==> src/tit_pkg.sv <==
// Functional notes
// - Slave PLL runs only with enable and oscillator.
// - PLL mode: outputs 3-0 input, 5-4 reference.
// - PLL drives clocks 5-4 and pulse 5 while enabled; pulse 4 stays high.
// - Loopback takes input timing from output two.
// - Position bit picks straddling or starting pulse.
// - Clock polarity bit picks boundary edge.
// - Frame pulse polarity bit picks active level.
package tit_pkg;
	// Register byte addresses
	localparam logic [7:0] TIT_MAIN_CONTROL_OFS = 8'h00;
	localparam logic [7:0] TIT_STATUS_OFS = 8'h04;
	// Main control fields
	localparam int TIT_RSVD_LSB = 14;
	localparam int TIT_SLV_PLL_BIT = 13;
	localparam int TIT_ROLE_LSB = 11;
	localparam int TIT_LOOP_BIT = 10;
	localparam int TIT_FP_POS_BIT = 9;
	localparam int TIT_CK_POL_BIT = 8;
	localparam int TIT_FP_POL_BIT = 7;
	localparam int TIT_RATE_LSB = 5;
	localparam logic [15:0] TIT_MAIN_CONTROL_RST = 16'h0000;
	// Only bits 15-5 live in this block
	localparam logic [15:0] TIT_CTRL_WMASK = 16'hffe0;
	// Role and rate codes
	localparam logic [1:0] TIT_ROLE_MASTER = 2'h0;
	localparam logic [1:0] TIT_RATE_16M = 2'h0;
	localparam logic [1:0] TIT_RATE_8M = 2'h1;
	localparam logic [1:0] TIT_RATE_4M = 2'h2;
	// Status fields
	localparam int TIT_STAT_PLL_BIT = 0;
	localparam int TIT_STAT_SLAVE_BIT = 1;
	localparam int TIT_STAT_FRAME_BIT = 2;
	localparam int TIT_STAT_WERR_BIT = 3;
	localparam int TIT_STAT_LEN_LSB = 16;
	localparam int TIT_LEN_W = 12;
	// Timing, system clock period in ps
	localparam int TIT_CLK_PS = 10000;
	localparam int TIT_FP_16M_NS = 61;
	localparam int TIT_FP_8M_NS = 122;
	localparam int TIT_FP_4M_NS = 244;
	localparam int TIT_HALF_16M_PS = 30518;
	localparam int TIT_HALF_8M_PS = 61035;
	localparam int TIT_HALF_4M_PS = 122070;
	localparam int TIT_BITS_16M = 2048;
	localparam int TIT_BITS_8M = 1024;
	localparam int TIT_BITS_4M = 512;
	// Longest accepted pulse: twice nominal, rounded down
	localparam int TIT_FP_16M_MAX = (2 * TIT_FP_16M_NS * 1000) / TIT_CLK_PS;
	localparam int TIT_FP_8M_MAX = (2 * TIT_FP_8M_NS * 1000) / TIT_CLK_PS;
	localparam int TIT_FP_4M_MAX = (2 * TIT_FP_4M_NS * 1000) / TIT_CLK_PS;
	// Half periods rounded down, never below one cycle
	localparam int TIT_HALF_16M_CYC = (TIT_HALF_16M_PS / TIT_CLK_PS) > 0 ?
		(TIT_HALF_16M_PS / TIT_CLK_PS) : 1;
	localparam int TIT_HALF_8M_CYC = TIT_HALF_8M_PS / TIT_CLK_PS;
	localparam int TIT_HALF_4M_CYC = TIT_HALF_4M_PS / TIT_CLK_PS;
endpackage

==> src/tit_timing_if.sv <==
`timescale 1ns/1ps
// Timing signals shared by the top, generator and frame detector
interface tit_timing_if;
	logic gen_ck; // Generated output clock
	logic gen_fp_n; // Generated frame pulse, active low
	logic frame_start; // One-cycle pulse at detected boundary
	logic width_err; // One-cycle pulse on overlong pulse
	logic [11:0] frame_len; // Input clocks in last frame
	modport gen (output gen_ck, output gen_fp_n);
	modport det (output frame_start, output width_err, output frame_len);
	modport top (input gen_ck, input gen_fp_n, input frame_start,
		input width_err, input frame_len);
endinterface

==> src/tit_timing_gen.sv <==
`timescale 1ns/1ps
// Master timing: divides the system clock to the selected rate
module tit_timing_gen (
	// Clock and reset
	input wire logic clk_i,
	input wire logic rst_i,
	// Control
	input wire logic [1:0] rate_i,
	// Timing out
	tit_timing_if.gen tim
);
	logic [6:0] half_cnt; // Cycles in current half period
	logic [6:0] half_len; // Half period for selected rate
	logic [11:0] bit_cnt; // Clock periods into the frame
	logic [11:0] bit_last; // Last clock period of the frame
	logic ck; // Output clock level

	// Rate decode; code three falls back to the slowest rate
	always_comb begin
		case (rate_i)
			tit_pkg::TIT_RATE_16M: begin
				half_len = 7'(tit_pkg::TIT_HALF_16M_CYC);
				bit_last = 12'(tit_pkg::TIT_BITS_16M - 1);
			end
			tit_pkg::TIT_RATE_8M: begin
				half_len = 7'(tit_pkg::TIT_HALF_8M_CYC);
				bit_last = 12'(tit_pkg::TIT_BITS_8M - 1);
			end
			default: begin
				half_len = 7'(tit_pkg::TIT_HALF_4M_CYC);
				bit_last = 12'(tit_pkg::TIT_BITS_4M - 1);
			end
		endcase
	end

	// Half-period divider and clock toggle
	always_ff @(posedge clk_i) begin
		if (rst_i) begin
			half_cnt <= 7'h00;
			ck <= 1'b0;
		end else if (half_cnt + 7'h01 >= half_len) begin
			half_cnt <= 7'h00;
			ck <= ~ck;
		end else begin
			half_cnt <= half_cnt + 7'h01;
		end
	end

	// Count clock periods; wraps at the frame length
	always_ff @(posedge clk_i) begin
		if (rst_i) begin
			bit_cnt <= 12'h000;
		end else if (half_cnt + 7'h01 >= half_len && ck) begin
			bit_cnt <= (bit_cnt >= bit_last) ? 12'h000 : bit_cnt + 12'h001;
		end
	end

	// Frame pulse low through the first clock period of each frame
	assign tim.gen_ck = ck;
	assign tim.gen_fp_n = (bit_cnt != 12'h000);
endmodule

==> src/tit_frame_detect.sv <==
`timescale 1ns/1ps
// Finds frame boundaries in synchronised clock and frame pulse
module tit_frame_detect (
	// Clock and reset
	input wire logic clk_i,
	input wire logic rst_i,
	// Synchronised timing levels
	input wire logic ck_i,
	input wire logic fp_i,
	// Control
	input wire logic ck_pol_i,
	input wire logic fp_pol_i,
	input wire logic fp_pos_i,
	input wire logic [5:0] fp_max_i,
	// Results
	tit_timing_if.det tim
);
	logic ck_q; // Clock level one cycle back
	logic prev_act; // Pulse state at the last opposite edge
	logic align_edge; // Edge that marks the boundary
	logic opp_edge; // The other edge
	logic fp_act; // Pulse in its active level
	logic [11:0] clk_cnt; // Boundary edges since frame start
	logic [5:0] w_cnt; // Cycles the pulse has been active
	logic start; // Boundary found this cycle

	assign fp_act = fp_pol_i ? fp_i : ~fp_i;
	// Polarity low: falling edge is the boundary edge
	assign align_edge = ck_pol_i ? (ck_i & ~ck_q) : (~ck_i & ck_q);
	assign opp_edge = ck_pol_i ? (~ck_i & ck_q) : (ck_i & ~ck_q);
	// Straddling pulse was already active half a clock earlier
	assign start = align_edge & fp_act &
		(fp_pos_i ? ~prev_act : prev_act);

	// Edge history
	always_ff @(posedge clk_i) begin
		if (rst_i) begin
			ck_q <= 1'b0;
			prev_act <= 1'b0;
		end else begin
			ck_q <= ck_i;
			if (opp_edge) begin
				prev_act <= fp_act;
			end
		end
	end

	// Frame length in input clocks, latched at each boundary
	always_ff @(posedge clk_i) begin
		if (rst_i) begin
			clk_cnt <= 12'h000;
			tim.frame_len <= 12'h000;
			tim.frame_start <= 1'b0;
		end else begin
			tim.frame_start <= start;
			if (start) begin
				tim.frame_len <= clk_cnt;
				clk_cnt <= 12'h001;
			end else if (align_edge && clk_cnt != 12'hfff) begin
				clk_cnt <= clk_cnt + 12'h001;
			end
		end
	end

	// Pulse width watch; flags once when it outlasts the rate's limit
	always_ff @(posedge clk_i) begin
		if (rst_i) begin
			w_cnt <= 6'h00;
			tim.width_err <= 1'b0;
		end else begin
			tim.width_err <= fp_act && w_cnt == fp_max_i;
			// Six bits so the slowest rate limit of 48 still fits
			if (!fp_act) begin
				w_cnt <= 6'h00;
			end else if (w_cnt != 6'h3f) begin
				w_cnt <= w_cnt + 6'h01;
			end
		end
	end
endmodule

==> src/tit_input_timing_control.sv <==
// Implementation choices: the Wishbone slave port and the register offsets.
`timescale 1ns/1ps
// Upper main control bits and the input timing they steer
module tit_input_timing_control (
	// Clock and reset
	input wire logic clk_i,
	input wire logic rst_i,
	// Wishbone classic slave
	input wire logic wb_cyc_i,
	input wire logic wb_stb_i,
	input wire logic wb_we_i,
	input wire logic [7:0] wb_adr_i,
	input wire logic [31:0] wb_dat_i,
	input wire logic [3:0] wb_sel_i,
	output logic [31:0] wb_dat_o,
	output logic wb_ack_o,
	// External timing pins
	input wire logic input_clock_pin_i,
	input wire logic input_frame_pulse_pin_i,
	input wire logic oscillator_enable_i,
	input wire logic [3:0] ref_i,
	input wire logic [1:0] ref_sel_i,
	// Timing outputs
	output logic [5:0] output_clock_pins_o,
	output logic [5:0] output_frame_pulse_pins_o,
	// Status outputs
	output logic pll_enable_o,
	output logic slave_mode_o,
	output logic frame_start_o
);
	tit_timing_if tim ();

	logic [15:0] main_control; // Bits 15-5 held, 4-0 read zero
	logic [1:0] ck_sync; // Input clock synchroniser
	logic [1:0] fp_sync; // Input frame pulse synchroniser
	logic [1:0] osc_sync; // Oscillator enable synchroniser
	logic [3:0] ref_s1; // Reference first stage
	logic [3:0] ref_s2; // Reference second stage
	logic [1:0] rsel_sync [2]; // Reference select synchroniser
	logic ref_q; // Selected reference one cycle back
	logic frame_seen; // Sticky boundary flag
	logic width_flag; // Sticky overlong pulse flag
	logic slave; // Slave role decoded
	logic pll_on; // PLL running
	logic loop_on; // Internal loopback in effect
	logic det_ck; // Clock seen by the detector
	logic det_fp; // Frame pulse seen by the detector
	logic [5:0] fp_max; // Pulse width limit for the rate
	logic ref_sel_lvl; // Selected reference level
	logic wb_req; // Valid bus cycle awaiting answer
	logic wr_ctrl; // Write to main control
	logic wr_stat; // Write to status
	logic [31:0] next_rdata; // Read mux result
	logic [15:0] wmask; // Byte lane mask for writes

	// Role from the two-bit field; any non-master code means slave
	assign slave = main_control[tit_pkg::TIT_ROLE_LSB +: 2] !=
		tit_pkg::TIT_ROLE_MASTER;
	// PLL needs slave role, its enable bit and the oscillator
	assign pll_on = slave && main_control[tit_pkg::TIT_SLV_PLL_BIT] &&
		osc_sync[1];
	// Loopback has no meaning once the device is a slave
	assign loop_on = !slave && main_control[tit_pkg::TIT_LOOP_BIT];

	// Pin synchronisers; first stages feed only second stages
	always_ff @(posedge clk_i) begin
		if (rst_i) begin
			ck_sync <= 2'h0;
			fp_sync <= 2'h0;
			osc_sync <= 2'h0;
			ref_s1 <= 4'h0;
			ref_s2 <= 4'h0;
		end else begin
			ck_sync <= {ck_sync[0], input_clock_pin_i};
			fp_sync <= {fp_sync[0], input_frame_pulse_pin_i};
			osc_sync <= {osc_sync[0], oscillator_enable_i};
			ref_s1 <= ref_i;
			ref_s2 <= ref_s1;
		end
	end

	// Reference select synchroniser
	always_ff @(posedge clk_i) begin
		if (rst_i) begin
			rsel_sync[0] <= 2'h0;
			rsel_sync[1] <= 2'h0;
		end else begin
			rsel_sync[0] <= ref_sel_i;
			rsel_sync[1] <= rsel_sync[0];
		end
	end

	// Detector source: pins, or output clock 2 and pulse 2 in loopback
	always_comb begin
		if (loop_on) begin
			det_ck = output_clock_pins_o[2];
			det_fp = output_frame_pulse_pins_o[2];
		end else begin
			det_ck = ck_sync[1];
			det_fp = fp_sync[1];
		end
	end

	// Loopback assumes tied pins and rate code 00; nothing is checked
	// here, the pins are simply not looked at while loopback holds.

	// Width limit tracks the selected rate
	always_comb begin
		case (main_control[tit_pkg::TIT_RATE_LSB +: 2])
			tit_pkg::TIT_RATE_16M: begin
				fp_max = 6'(tit_pkg::TIT_FP_16M_MAX);
			end
			tit_pkg::TIT_RATE_8M: begin
				fp_max = 6'(tit_pkg::TIT_FP_8M_MAX);
			end
			default: begin
				// Reserved code three treated as the slowest rate
				fp_max = 6'(tit_pkg::TIT_FP_4M_MAX);
			end
		endcase
	end

	// Boundary finder
	tit_frame_detect u_det (
		.clk_i(clk_i),
		.rst_i(rst_i),
		.ck_i(det_ck),
		.fp_i(det_fp),
		.ck_pol_i(main_control[tit_pkg::TIT_CK_POL_BIT]),
		.fp_pol_i(main_control[tit_pkg::TIT_FP_POL_BIT]),
		.fp_pos_i(main_control[tit_pkg::TIT_FP_POS_BIT]),
		.fp_max_i(fp_max),
		.tim(tim.det)
	);

	// Master divider, running at the selected rate
	tit_timing_gen u_gen (
		.clk_i(clk_i),
		.rst_i(rst_i),
		.rate_i(main_control[tit_pkg::TIT_RATE_LSB +: 2]),
		.tim(tim.gen)
	);

	assign ref_sel_lvl = ref_s2[rsel_sync[1]];

	// Selected reference history for its edge
	always_ff @(posedge clk_i) begin
		if (rst_i) begin
			ref_q <= 1'b0;
		end else begin
			ref_q <= ref_sel_lvl;
		end
	end

	// Output timing, registered; outputs 3-0 follow the chosen source
	always_ff @(posedge clk_i) begin
		if (rst_i) begin
			output_clock_pins_o <= 6'h00;
			output_frame_pulse_pins_o <= 6'h3f;
		end else if (!slave) begin
			// Master: every output from the internal divider
			output_clock_pins_o <= {6{tim.gen_ck}};
			output_frame_pulse_pins_o <= {6{tim.gen_fp_n}};
		end else if (pll_on) begin
			// PLL generates clocks 5-4 and pulse 5; outputs 3-0 copy the input pins
			output_clock_pins_o[3:0] <= {4{ck_sync[1]}};
			output_frame_pulse_pins_o[3:0] <= {4{fp_sync[1]}};
			output_clock_pins_o[5:4] <= {2{ref_sel_lvl}};
			// Pulse 5 low for a cycle on each reference rise
			output_frame_pulse_pins_o[5:4] <=
				{~(ref_sel_lvl & ~ref_q), 1'b1};
		end else begin
			// PLL off: reference-locked outputs stand idle
			output_clock_pins_o[3:0] <= {4{ck_sync[1]}};
			output_frame_pulse_pins_o[3:0] <= {4{fp_sync[1]}};
			output_clock_pins_o[5:4] <= 2'h0;
			output_frame_pulse_pins_o[5:4] <= 2'h3;
		end
	end

	// Status outputs from flip-flops
	always_ff @(posedge clk_i) begin
		if (rst_i) begin
			pll_enable_o <= 1'b0;
			slave_mode_o <= 1'b0;
			frame_start_o <= 1'b0;
		end else begin
			pll_enable_o <= pll_on;
			slave_mode_o <= slave;
			frame_start_o <= tim.frame_start;
		end
	end

	// Bus decode; answer comes one cycle after the request
	assign wb_req = wb_cyc_i && wb_stb_i && !wb_ack_o;
	assign wr_ctrl = wb_req && wb_we_i &&
		wb_adr_i == tit_pkg::TIT_MAIN_CONTROL_OFS;
	assign wr_stat = wb_req && wb_we_i && wb_adr_i == tit_pkg::TIT_STATUS_OFS;
	assign wmask = {{8{wb_sel_i[1]}}, {8{wb_sel_i[0]}}} &
		tit_pkg::TIT_CTRL_WMASK;

	// Main control register; reserved 15-14 are stored as written
	always_ff @(posedge clk_i) begin
		if (rst_i) begin
			main_control <= tit_pkg::TIT_MAIN_CONTROL_RST;
		end else if (wr_ctrl) begin
			// Software keeps 15-14 at zero; only the read mux returns them
			main_control <= (main_control & ~wmask) |
				(wb_dat_i[15:0] & wmask);
		end
	end

	// Sticky flags, write one to clear; a new event beats the clear
	always_ff @(posedge clk_i) begin
		if (rst_i) begin
			frame_seen <= 1'b0;
			width_flag <= 1'b0;
		end else begin
			if (tim.frame_start) begin
				frame_seen <= 1'b1;
			end else if (wr_stat && wb_sel_i[0] &&
				wb_dat_i[tit_pkg::TIT_STAT_FRAME_BIT]) begin
				frame_seen <= 1'b0;
			end
			if (tim.width_err) begin
				width_flag <= 1'b1;
			end else if (wr_stat && wb_sel_i[0] &&
				wb_dat_i[tit_pkg::TIT_STAT_WERR_BIT]) begin
				width_flag <= 1'b0;
			end
		end
	end

	// Read mux; unmapped addresses read zero
	always_comb begin
		next_rdata = 32'h0000_0000;
		case (wb_adr_i)
			tit_pkg::TIT_MAIN_CONTROL_OFS: begin
				next_rdata[15:0] = main_control & tit_pkg::TIT_CTRL_WMASK;
			end
			tit_pkg::TIT_STATUS_OFS: begin
				next_rdata[tit_pkg::TIT_STAT_PLL_BIT] = pll_on;
				next_rdata[tit_pkg::TIT_STAT_SLAVE_BIT] = slave;
				next_rdata[tit_pkg::TIT_STAT_FRAME_BIT] = frame_seen;
				next_rdata[tit_pkg::TIT_STAT_WERR_BIT] = width_flag;
				next_rdata[tit_pkg::TIT_STAT_LEN_LSB +: tit_pkg::TIT_LEN_W] =
					tim.frame_len;
			end
			default: begin
				next_rdata = 32'h0000_0000;
			end
		endcase
	end

	// Acknowledge and read data; ack lasts exactly one cycle
	always_ff @(posedge clk_i) begin
		if (rst_i) begin
			wb_ack_o <= 1'b0;
			wb_dat_o <= 32'h0000_0000;
		end else begin
			wb_ack_o <= wb_req;
			if (wb_req && !wb_we_i) begin
				wb_dat_o <= next_rdata;
			end
		end
	end
endmodule

==> config.mk <==
export PLATFORM = sky130hd
export DESIGN_NAME = tit_input_timing_control
export DESIGN_NICKNAME = d
export VERILOG_FILES = /design/src/tit_pkg.sv /design/src/tit_timing_if.sv /design/src/tit_timing_gen.sv /design/src/tit_frame_detect.sv /design/src/tit_input_timing_control.sv
export SDC_FILE = /design/constraint.sdc
export NUM_CORES = 1
export LEC_CHECK = 0
export BUFFER_PORTS_ARGS = -buffer_cell sky130_fd_sc_hd__buf_4
export CORE_ASPECT_RATIO = 1.5
export CORE_UTILIZATION = 54
export CTS_CLUSTER_SIZE = 30
export DETAILED_ROUTE_END_ITERATION = 10
export GPL_ROUTABILITY_DRIVEN = 0
export PLACE_DENSITY = 0.86
export SLEW_MARGIN = 10
export SYNTH_ARGS = -nofsm -noshare
export SYNTH_HDL_FRONTEND = slang
export SYNTH_SLANG_ARGS = --single-unit
==> constraint.sdc <==
create_clock -name clk_i -period 2.8 [get_ports clk_i]
set_input_delay 0.56 -clock clk_i [delete_from_list [all_inputs] [get_ports clk_i]]
set_output_delay 0.56 -clock clk_i [all_outputs]
set_load 0.02 [all_outputs]
==> results of run 1 <==
-- metal layers --
| layer | up-vias | global-route usage |
|---|---|---|
| met3 | 30 | 0.0751 |
| met4 | 0 | 0.0993 |
| met5 | - | 0 |
| li1 | 2031 | - |
| met2 | 175 | 0.448 |
| met1 | 1992 | 0.269 |
-- Yosys cell counts (2+ instances only) --
| library cell | number | share of area |
|---|---|---|
| nor2_1 | 65 | 0.049 |
| buf_1 | 4 | 0.0030 |
| o21ai_0 | 14 | 0.014 |
| nor3_2 | 2 | 0.0040 |
| nor4b_1 | 2 | 0.0035 |
| a31oi_1 | 4 | 0.0050 |
| xnor2_1 | 20 | 0.035 |
| ha_1 | 12 | 0.030 |
| nand4_1 | 6 | 0.0076 |
| dfxtp_1 | 122 | 0.49 |
| nor4_1 | 8 | 0.010 |
| nor3b_1 | 5 | 0.0076 |
| a21oi_1 | 35 | 0.035 |
| or2_2 | 6 | 0.0076 |
| and2_1 | 2 | 0.0025 |
| or4_1 | 2 | 0.0030 |
| and4_1 | 2 | 0.0035 |
| nand2_1 | 52 | 0.039 |
| clkbuf_1 | 17 | 0.013 |
| a31o_2 | 2 | 0.0035 |
| inv_1 | 14 | 0.011 |
| nand3_1 | 41 | 0.041 |
| o31ai_1 | 8 | 0.012 |
| nand2b_1 | 5 | 0.0063 |
| nor3_1 | 11 | 0.011 |
| and3_1 | 3 | 0.0038 |
| mux2i_1 | 27 | 0.054 |
| nor2b_1 | 26 | 0.033 |
| o31a_1 | 2 | 0.0035 |
| buf_4 | 13 | 0.020 |
| buf_2 | 2 | 0.0020 |
-- repair_timing --
item	CTS	global route
gates resized for setup	0	2
hold buffers	0	0
setup buffers	0	0
setup endpoints to repair	0	10
-- cell type report --
cell class / count / area, um^2 / share of cell area
flip-flops and latches: 122 / 2440 / 0.392
repair buffers: 90 / 676 / 0.108
clock inverters: 7 / 115 / 0.0185
inverters: 14 / 52.6 / 0.00843
clock buffers: 23 / 488 / 0.0783
well taps: 110 / 138 / 0.0221
multi-input cells: 385 / 2320 / 0.373
-- sequential cells by signal (all words and copies together) (netlist names), 2 cells and up, named ones only --
signal,count
fp_sync,2
ref_s2,4
osc_sync,2
ref_s1,4
output_clock_pins_o,2
u_det.clk_cnt,12
ck_sync,2
u_gen.half_cnt,7
u_det.w_cnt,6
u_gen.bit_cnt,12
u_det.tim.frame_len,12
wb_dat_o,27
rsel_sync,4
output_frame_pulse_pins_o,3
-- power by group through the flow --
stage | registers (mW) | logic, mW | clock network (mW)
6_report | 1.80 | 0.230 | 2.20
5_1_grt | 1.80 | 0.248 | 2.30
4_1_cts | 1.80 | 0.229 | 2.21
3_5_place_dp | 1.83 | 0.225 | 0
3_3_place_gp | 1.83 | 0.219 | 0
2_1_floorplan | 1.83 | 0.142 | 0
-- kinds of logic (layout without fill, tap and decap cells) --
kind of cell	after synthesis	in the layout	share of synthesized area
AOI/OAI and AO/OA	75	75	0.0919
xor gates and xnor gates	21	21	0.0370
adders and majority gates	12	12	0.0302
buffers and inverters	50	134	0.0481
DFF	122	122	0.492
muxes	29	29	0.0635
other	1	8	0.000755
and+or+nand+nor	240	240	0.237
-- critical path, cell delays in order, from the launching register on --
cell and delay, ns:
dfxtp_1 0.32, or2_2 0.33, inv_1 0.11, ha_1 0.24, nand2b_1 0.14, a211o_1 0.30
a211oi_2 0.30, nand2_1 0.23, and4_1 0.28, a31o_2 0.21
-- worst max path at each step --
stage | to | slack, ns | from
final | u_gen.bit_cnt[1] | 0.25 | flip-flop
after global routing | u_gen.bit_cnt[1] | 0.1 | flip-flop
after CTS | u_gen.bit_cnt[9] | 0.15 | flip-flop
after detailed placement | u_gen.bit_cnt[9] | 0.19 | flip-flop
after global placement | u_gen.bit_cnt[6] | 0.20 | flip-flop
after floorplan | u_gen.bit_cnt[9] | 0.38 | flip-flop
-- through the flow --
stage          total power, mW  instances
5_1_grt                   4.35        751
6_report                  4.23        751
3_5_place_dp              2.06        721
3_3_place_gp              2.05        721
4_1_cts                   4.24        751
2_1_floorplan             1.98        557
==> qor.txt, run 1 <==
Status = finished clean
DR top layer = met4
Final hold viol count = 0
First-pass GRT wire length = 18,300 um
Worst r2r path cells = 9
Initial antenna violation count = 0
Synth Warn # = 0
Layout cells sized above 1 = 0.209
Chip width = 80.3 um
Routed len/inst = 15.4 um
Placed Area = 0.00562 mm^2
Drt pass-1 iters = 6
IO buf count = 79
Gr usage total = 0.251
Dominant synthesized flop cell = dfxtp_1
Detailed placement HPWL = 7560 um
Worst-path maximum fanout = 6
Worst setup path class = reg2reg
Post-Syn Area = 0.00497 mm^2
Setup crit start kind = flip-flop
Initial core utilization = 0.559
CP arrival = 2.85 ns
Reg clk slew, reported paths = 0.05 ns
Worst Path Required = 3.10 ns
Synth-to-layout area growth = 25.5%
# setup viols final = 0
Vias in the first global route = 4,070
Post-synthesis register bit count = 122
Row count = 42
Max-Cap Viols = 0
H-tree depth = 4
Pwr/cell area = 678 mW/mm^2
FF-to-FF setup slack = 0.25 ns
Critical Path Sink Type = flip-flop
Crit share post-route = 0.912
# fillers = 624
Worst hold margin = 0.363 ns
DR vias = 4,228
Clock Latency Late Sink = 0.41 ns
Die Y = 119 um
Final worst slack = 0.248 ns
WL met3 = 618 um
Setup Slack @ Placement = 0.186 ns
WL met1 = 4500 um
Commonest non-fill, non-tap cell in the layout = dfxtp_1
DRT Wirelength = 11,500 um
Slew HR = 0.537
Highest clock rate = 0.392 GHz
DIE AREA = 0.00960 mm^2
I/O pins = 106
Hold Path Origin = ref_i[0]
Unique masters post-synth = 47
Iteration-0 DRC Markers = 275
Via density = 5.63
Largest net degree at the start of global routing = 48
Int Power = 3.35 mW
Cell count after synthesis = 550
Post-route ant nets = 0
Actual slew at the worst max-slew pin = 0.689 ns
Commonest cells after routing, fill and taps aside = 122 x dfxtp_1, 90 x buf_4, 65 x nor2_1
Number of synthesized flops with an enable pin = 0
Unrepaired setup endpoints after global routing = no
Seq pwr share = 0.426
Clock root buffer = clkbuf_16
Post-route design area = 0.00623 mm^2
Crit path time final = 2.55 ns
Mapped Avg Cell Area = 9.03 um^2
Fin nets = 700
Clk pwr share = 0.520
TritonCTS Buffers = 17
Combinational Power Share = 0.054
GRT overflow = 0
Worst min-delay path endpoint = ref_s1[0]
Util after Layout = 0.702
Min-Delay Path Class = in2reg
Sw power = 0.877 mW
Share of flip-flops with an asynchronous set or reset = 0
Register area share after synthesis = 0.492
Worst Skew = 0.00736 ns
Core Area = 0.00888 mm^2
Routed length on met2 = 6180 um
Sw Share = 0.207
Setup_tns = 0 ns
N_diodes = 0
CTS tree = done
Worst R2R End = u_gen.bit_cnt[1]
Worst IR Drop VDD = 0.463 mV
CTS Buffer Depth = 2
Hold Path Depth = 2
Number of remaining DRC errors = 0
Pleak = 2.44 nW
Slew Limit Fails = 0
CTS Sinks = 122
Power figures use the tool's default switching activity.
==> run 2: changes to the inputs <==
Settings changed: CORE_ASPECT_RATIO 1.5 to unset.
==> run 2 against run 1 <==
Net effect:
- the run now ends with design-rule violations left
- register-to-register slack worse by 0.09 ns
- setup slack worse by 0.092 ns
- critical path type unchanged
- sequential power hardly changed
- largest power group unchanged
- utilization is 0.13 points lower
- non-clock buffer count is 1 lower
==> qor.txt, run 2 (synthesized netlist as in run 1, its figures left out) <==
Status = complete, but fails checks
Failing checks = design-rule violations
IO buf count = 79
Commonest non-fill, non-tap cell in the layout = dfxtp_1
Row count = 34
# setup viols final = 0
Initial core utilization = 0.564
Worst-path maximum fanout = 6
TritonCTS Buffers = 17
Post-CTS sizing = 0
Clock root buffer = clkbuf_8
Post-route ant nets = 0
Synth-to-layout area growth = 24.2%
Pleak = 2.41 nW
Initial antenna violation count = 0
Slew Limit Fails = 0
Setup crit start kind = flip-flop
# hold bufs at CTS = 0
Routed len/inst = 15.5 um
Iteration-0 DRC Markers = 285
Crit path time final = 2.64 ns
Layout cells sized above 1 = 0.213
H-tree depth = 4
Max reg flops = 27
CP arrival = 3.06 ns
Crit share post-route = 0.944
Clock Latency Late Sink = 0.52 ns
Number of remaining DRC errors = 13
Max-Cap Viols = 0
GRT overflow = 0
Post-route design area = 0.00617 mm^2
Vias in the first global route = 4,214
Final hold viol count = 0
CTS Buffer Depth = 2
Die Y = 97.9 um
Worst Skew = 0.00680 ns
Setup_tns = 0 ns
Worst Path Required = 3.21 ns
N_diodes = 0
Area of the multi-input gates = 0.00232 mm^2
Gr usage total = 0.258
Min-Delay Path Class = in2reg
Largest Register = wb_dat_o
Fin nets = 699
Register area = 0.00244 mm^2
Worst IR Drop VDD = 0.417 mV
Reg clk slew, reported paths = 0.06 ns
Highest clock rate = 0.378 GHz
Critical Path Sink Type = flip-flop
CTS Sinks = 122
Drt pass-1 iters = 8
Slew HR = 0.636
First-pass GRT wire length = 19,400 um
DRT Wirelength = 11,700 um
CTS tree = done
I/O pins = 106
Placed Area = 0.00561 mm^2
Largest net degree at the start of global routing = 43
Actual slew at the worst max-slew pin = 0.546 ns
Unrepaired setup endpoints after global routing = no
Via density = 5.69
Setup bufs post-CTS = 0
Detailed placement HPWL = 7660 um
DR vias = 4,268
Commonest cells after routing, fill and taps aside = 122 x dfxtp_1, 89 x buf_4, 65 x nor2_1
# fillers = 629
Chip width = 97.9 um
Core Area = 0.00881 mm^2
Pwr/cell area = 651 mW/mm^2
DIE AREA = 0.00959 mm^2
Worst setup path class = reg2reg
==> run 2: power breakdown <==
group | switching (mW) | internal [mW]
Sequential | 0.0259 | 1.77
Clock | 0.795 | 1.20
Combinational | 0.128 | 0.100
==> run 2: cell type report <==
class	instances	share of cell area
Sequential cell	122	0.396
Tap cell	108	0.0219
Multi-Input combinational cell	385	0.376
Clock buffer	18	0.0693
Clock inverter	14	0.0201
Inverter	14	0.00852
Timing Repair Buffer	89	0.108
==> run 2: metal layers <==
layer	vias up	share of wire	GRT usage	routed length [um]
met3	26	0.071	0.0680	830
met5	-	0	0	0
li1	2040	-	-	-
met1	2017	0.40	0.299	4700
met4	0	0.024	0.124	279
met2	185	0.50	0.443	5850
==> run 2: worst paths after layout <==
check	from	endpoint	slack [ns]	cells after the start
worst max-delay path	flip-flop	u_gen.bit_cnt[1]	0.16	9
worst min-delay path	ref_i[0]	ref_s1[0]	0.25	2
worst max register to register	flip-flop	u_gen.bit_cnt[1]	0.16	9
worst min register to register	rsel_sync[0][0]	rsel_sync[0][2]	0.44	1
==> run 2: through the flow <==
| step | std cells | hold slack [ns] | utilization | total power [mW] | setup WS [ns] |
|---|---|---|---|---|---|
| 2_1_floorplan | 557 | 0.413 | - | 1.98 | 0.381 |
| 3_3_place_gp | 718 | 0.421 | 0.637 | 2.05 | 0.200 |
| 3_5_place_dp | 718 | 0.431 | 0.637 | 2.06 | 0.152 |
| 4_1_cts | 750 | 0.235 | 0.700 | 4.03 | 0.105 |
| 5_1_grt | 750 | 0.254 | 0.701 | 4.14 | 0.0406 |
| 6_report | 750 | 0.249 | 0.701 | 4.02 | 0.156 |
==> run 2: worst max-delay path, cell delays in order, from the launching register on <==
cell and delay [ns]:
dfxtp_1 0.37, or2_2 0.32, inv_1 0.12, ha_1 0.24, nand2b_1 0.15, a211o_1 0.29, a211oi_1 0.40, nand2_2 0.19
and4_1 0.25, a31o_2 0.20
==> run 3: changes to the inputs <==
Settings changed: CORE_ASPECT_RATIO set to 1.1.
==> run 3 against run 2 <==
Net effect:
- the run now ends clean
- cell count increased by 0.93%
- non-clock buffer count increased by 1
- via count increased by 0.63%
- clock power increased by 8%
- routed wire length increased by 2.2%
- first-iteration DRC count decreased by 15%
- hold slack improved by 0.0098 ns
- register-to-register slack about the same
- sequential power about the same
- combinational power increased by 3%
- highest routed layer unchanged
==> qor.txt, run 3 (synthesized netlist as in run 1, its figures left out) <==
Status = finished clean
Setup_tns = 0 ns
Reg clk slew, reported paths = 0.06 ns
I/O pins = 106
Initial core utilization = 0.560
Worst-path maximum fanout = 6
Sw power = 0.910 mW
Post-route ant nets = 0
Drt pass-1 iters = 5
Die Y = 103 um
Max reg flops = 27
Highest clock rate = 0.379 GHz
TritonCTS Buffers = 17
Min-Delay Path Class = in2reg
Setup bufs post-CTS = 0
Crit path time final = 2.64 ns
Int Power = 3.27 mW
First-pass GRT wire length = 19,200 um
Worst IR Drop VDD = 0.453 mV
DRT Wirelength = 11,900 um
Commonest non-fill, non-tap cell in the layout = dfxtp_1
Setup crit start kind = flip-flop
Clock Latency Late Sink = 0.51 ns
Commonest cells after routing, fill and taps aside = 122 x dfxtp_1, 90 x buf_4, 65 x nor2_1
# fillers = 611
Post-route design area = 0.00623 mm^2
Unrepaired setup endpoints after global routing = no
Synth-to-layout area growth = 25.3%
Detailed placement HPWL = 7780 um
# setup viols final = 0
Worst setup path class = reg2reg
N_diodes = 0
# hold bufs at CTS = 0
Placed Area = 0.00563 mm^2
Slew HR = 0.587
Gr usage total = 0.260
Initial antenna violation count = 0
Clock root buffer = clkbuf_8
Iteration-0 DRC Markers = 242
Routed len/inst = 15.7 um
Combinational Power Share = 0.056
IO buf count = 79
Pwr/cell area = 672 mW/mm^2
H-tree depth = 4
Pleak = 2.44 nW
Clk pwr share = 0.514
Crit share post-route = 0.942
Seq pwr share = 0.430
Via density = 5.67
Final hold viol count = 0
Sw Share = 0.218
Largest Register = wb_dat_o
Max-Cap Viols = 0
CTS tree = done
Actual slew at the worst max-slew pin = 0.619 ns
Layout cells sized above 1 = 0.212
Post-CTS sizing = 0
Slew Limit Fails = 0
Worst hold margin = 0.258 ns
Critical Path Sink Type = flip-flop
Worst Skew = 0.00731 ns
Chip width = 93.5 um
CP arrival = 3.04 ns
DIE AREA = 0.00959 mm^2
Number of remaining DRC errors = 0
CTS Buffer Depth = 2
Core Area = 0.00887 mm^2
Largest net degree at the start of global routing = 44
Vias in the first global route = 4,152
Worst Path Required = 3.20 ns
Fin nets = 700
Row count = 36
DR vias = 4,295
CTS Sinks = 122
GRT overflow = 0
## run 3: path summary, 6_finish.rpt
kind	from	slack, ns	endpoint	depth (start not counted)
worst max-delay path	flip-flop	0.16	u_gen.bit_cnt[1]	9
worst min-delay path	ref_sel_i[1]	0.26	rsel_sync[0][1]	2
worst max register to register	flip-flop	0.16	u_gen.bit_cnt[1]	9
worst min register to register	ck_sync[0]	0.43	ck_sync[1]	1
## run 3: power by group through the flow
stage	logic (mW)	registers, mW	clock network [mW]
2_1_floorplan	0.142	1.83	0
3_3_place_gp	0.221	1.83	0
3_5_place_dp	0.228	1.83	0
4_1_cts	0.234	1.80	2.16
5_1_grt	0.253	1.80	2.25
6_report	0.236	1.80	2.15
## run 3: critical path, stage by stage (launching register included)
cell	delay (ns)
dfxtp_1	0.36
or2_2	0.32
inv_1	0.11
ha_1	0.23
nand2b_1	0.14
a211o_1	0.28
a211oi_1	0.44
nand2_2	0.19
and4_1	0.26
a31o_2	0.21
## run 3: per-stage QoR
| step | instances | utilization | power [mW] | setup slack, ns |
|---|---|---|---|---|
| 6_report | 757 | 0.702 | 4.18 | 0.162 |
| 5_1_grt | 757 | 0.702 | 4.31 | 0.0136 |
| 4_1_cts | 757 | 0.701 | 4.19 | 0.114 |
| 3_5_place_dp | 725 | 0.634 | 2.06 | 0.120 |
| 3_3_place_gp | 725 | 0.634 | 2.05 | 0.204 |
| 2_1_floorplan | 557 | - | 1.98 | 0.381 |
## run 3: cell type report
cell class,instances,area (um^2),share of cell area
tap,114,143,0.0229
inverter,14,52.6,0.00844
sequential,122,2440,0.392
timing repair buffer,90,676,0.108
clock buffer,21,449,0.0721
clock inverter,11,144,0.0231
multi-input combinational,385,2320,0.373
## run 3: metal layers
layer  up-vias  wire length (um)  GRT usage
li1       2032                 -          -
met4         0               444      0.148
met1      2051              4700      0.292
met3        50               665     0.0627
met2       162              6110      0.456
met5         -                 0          0
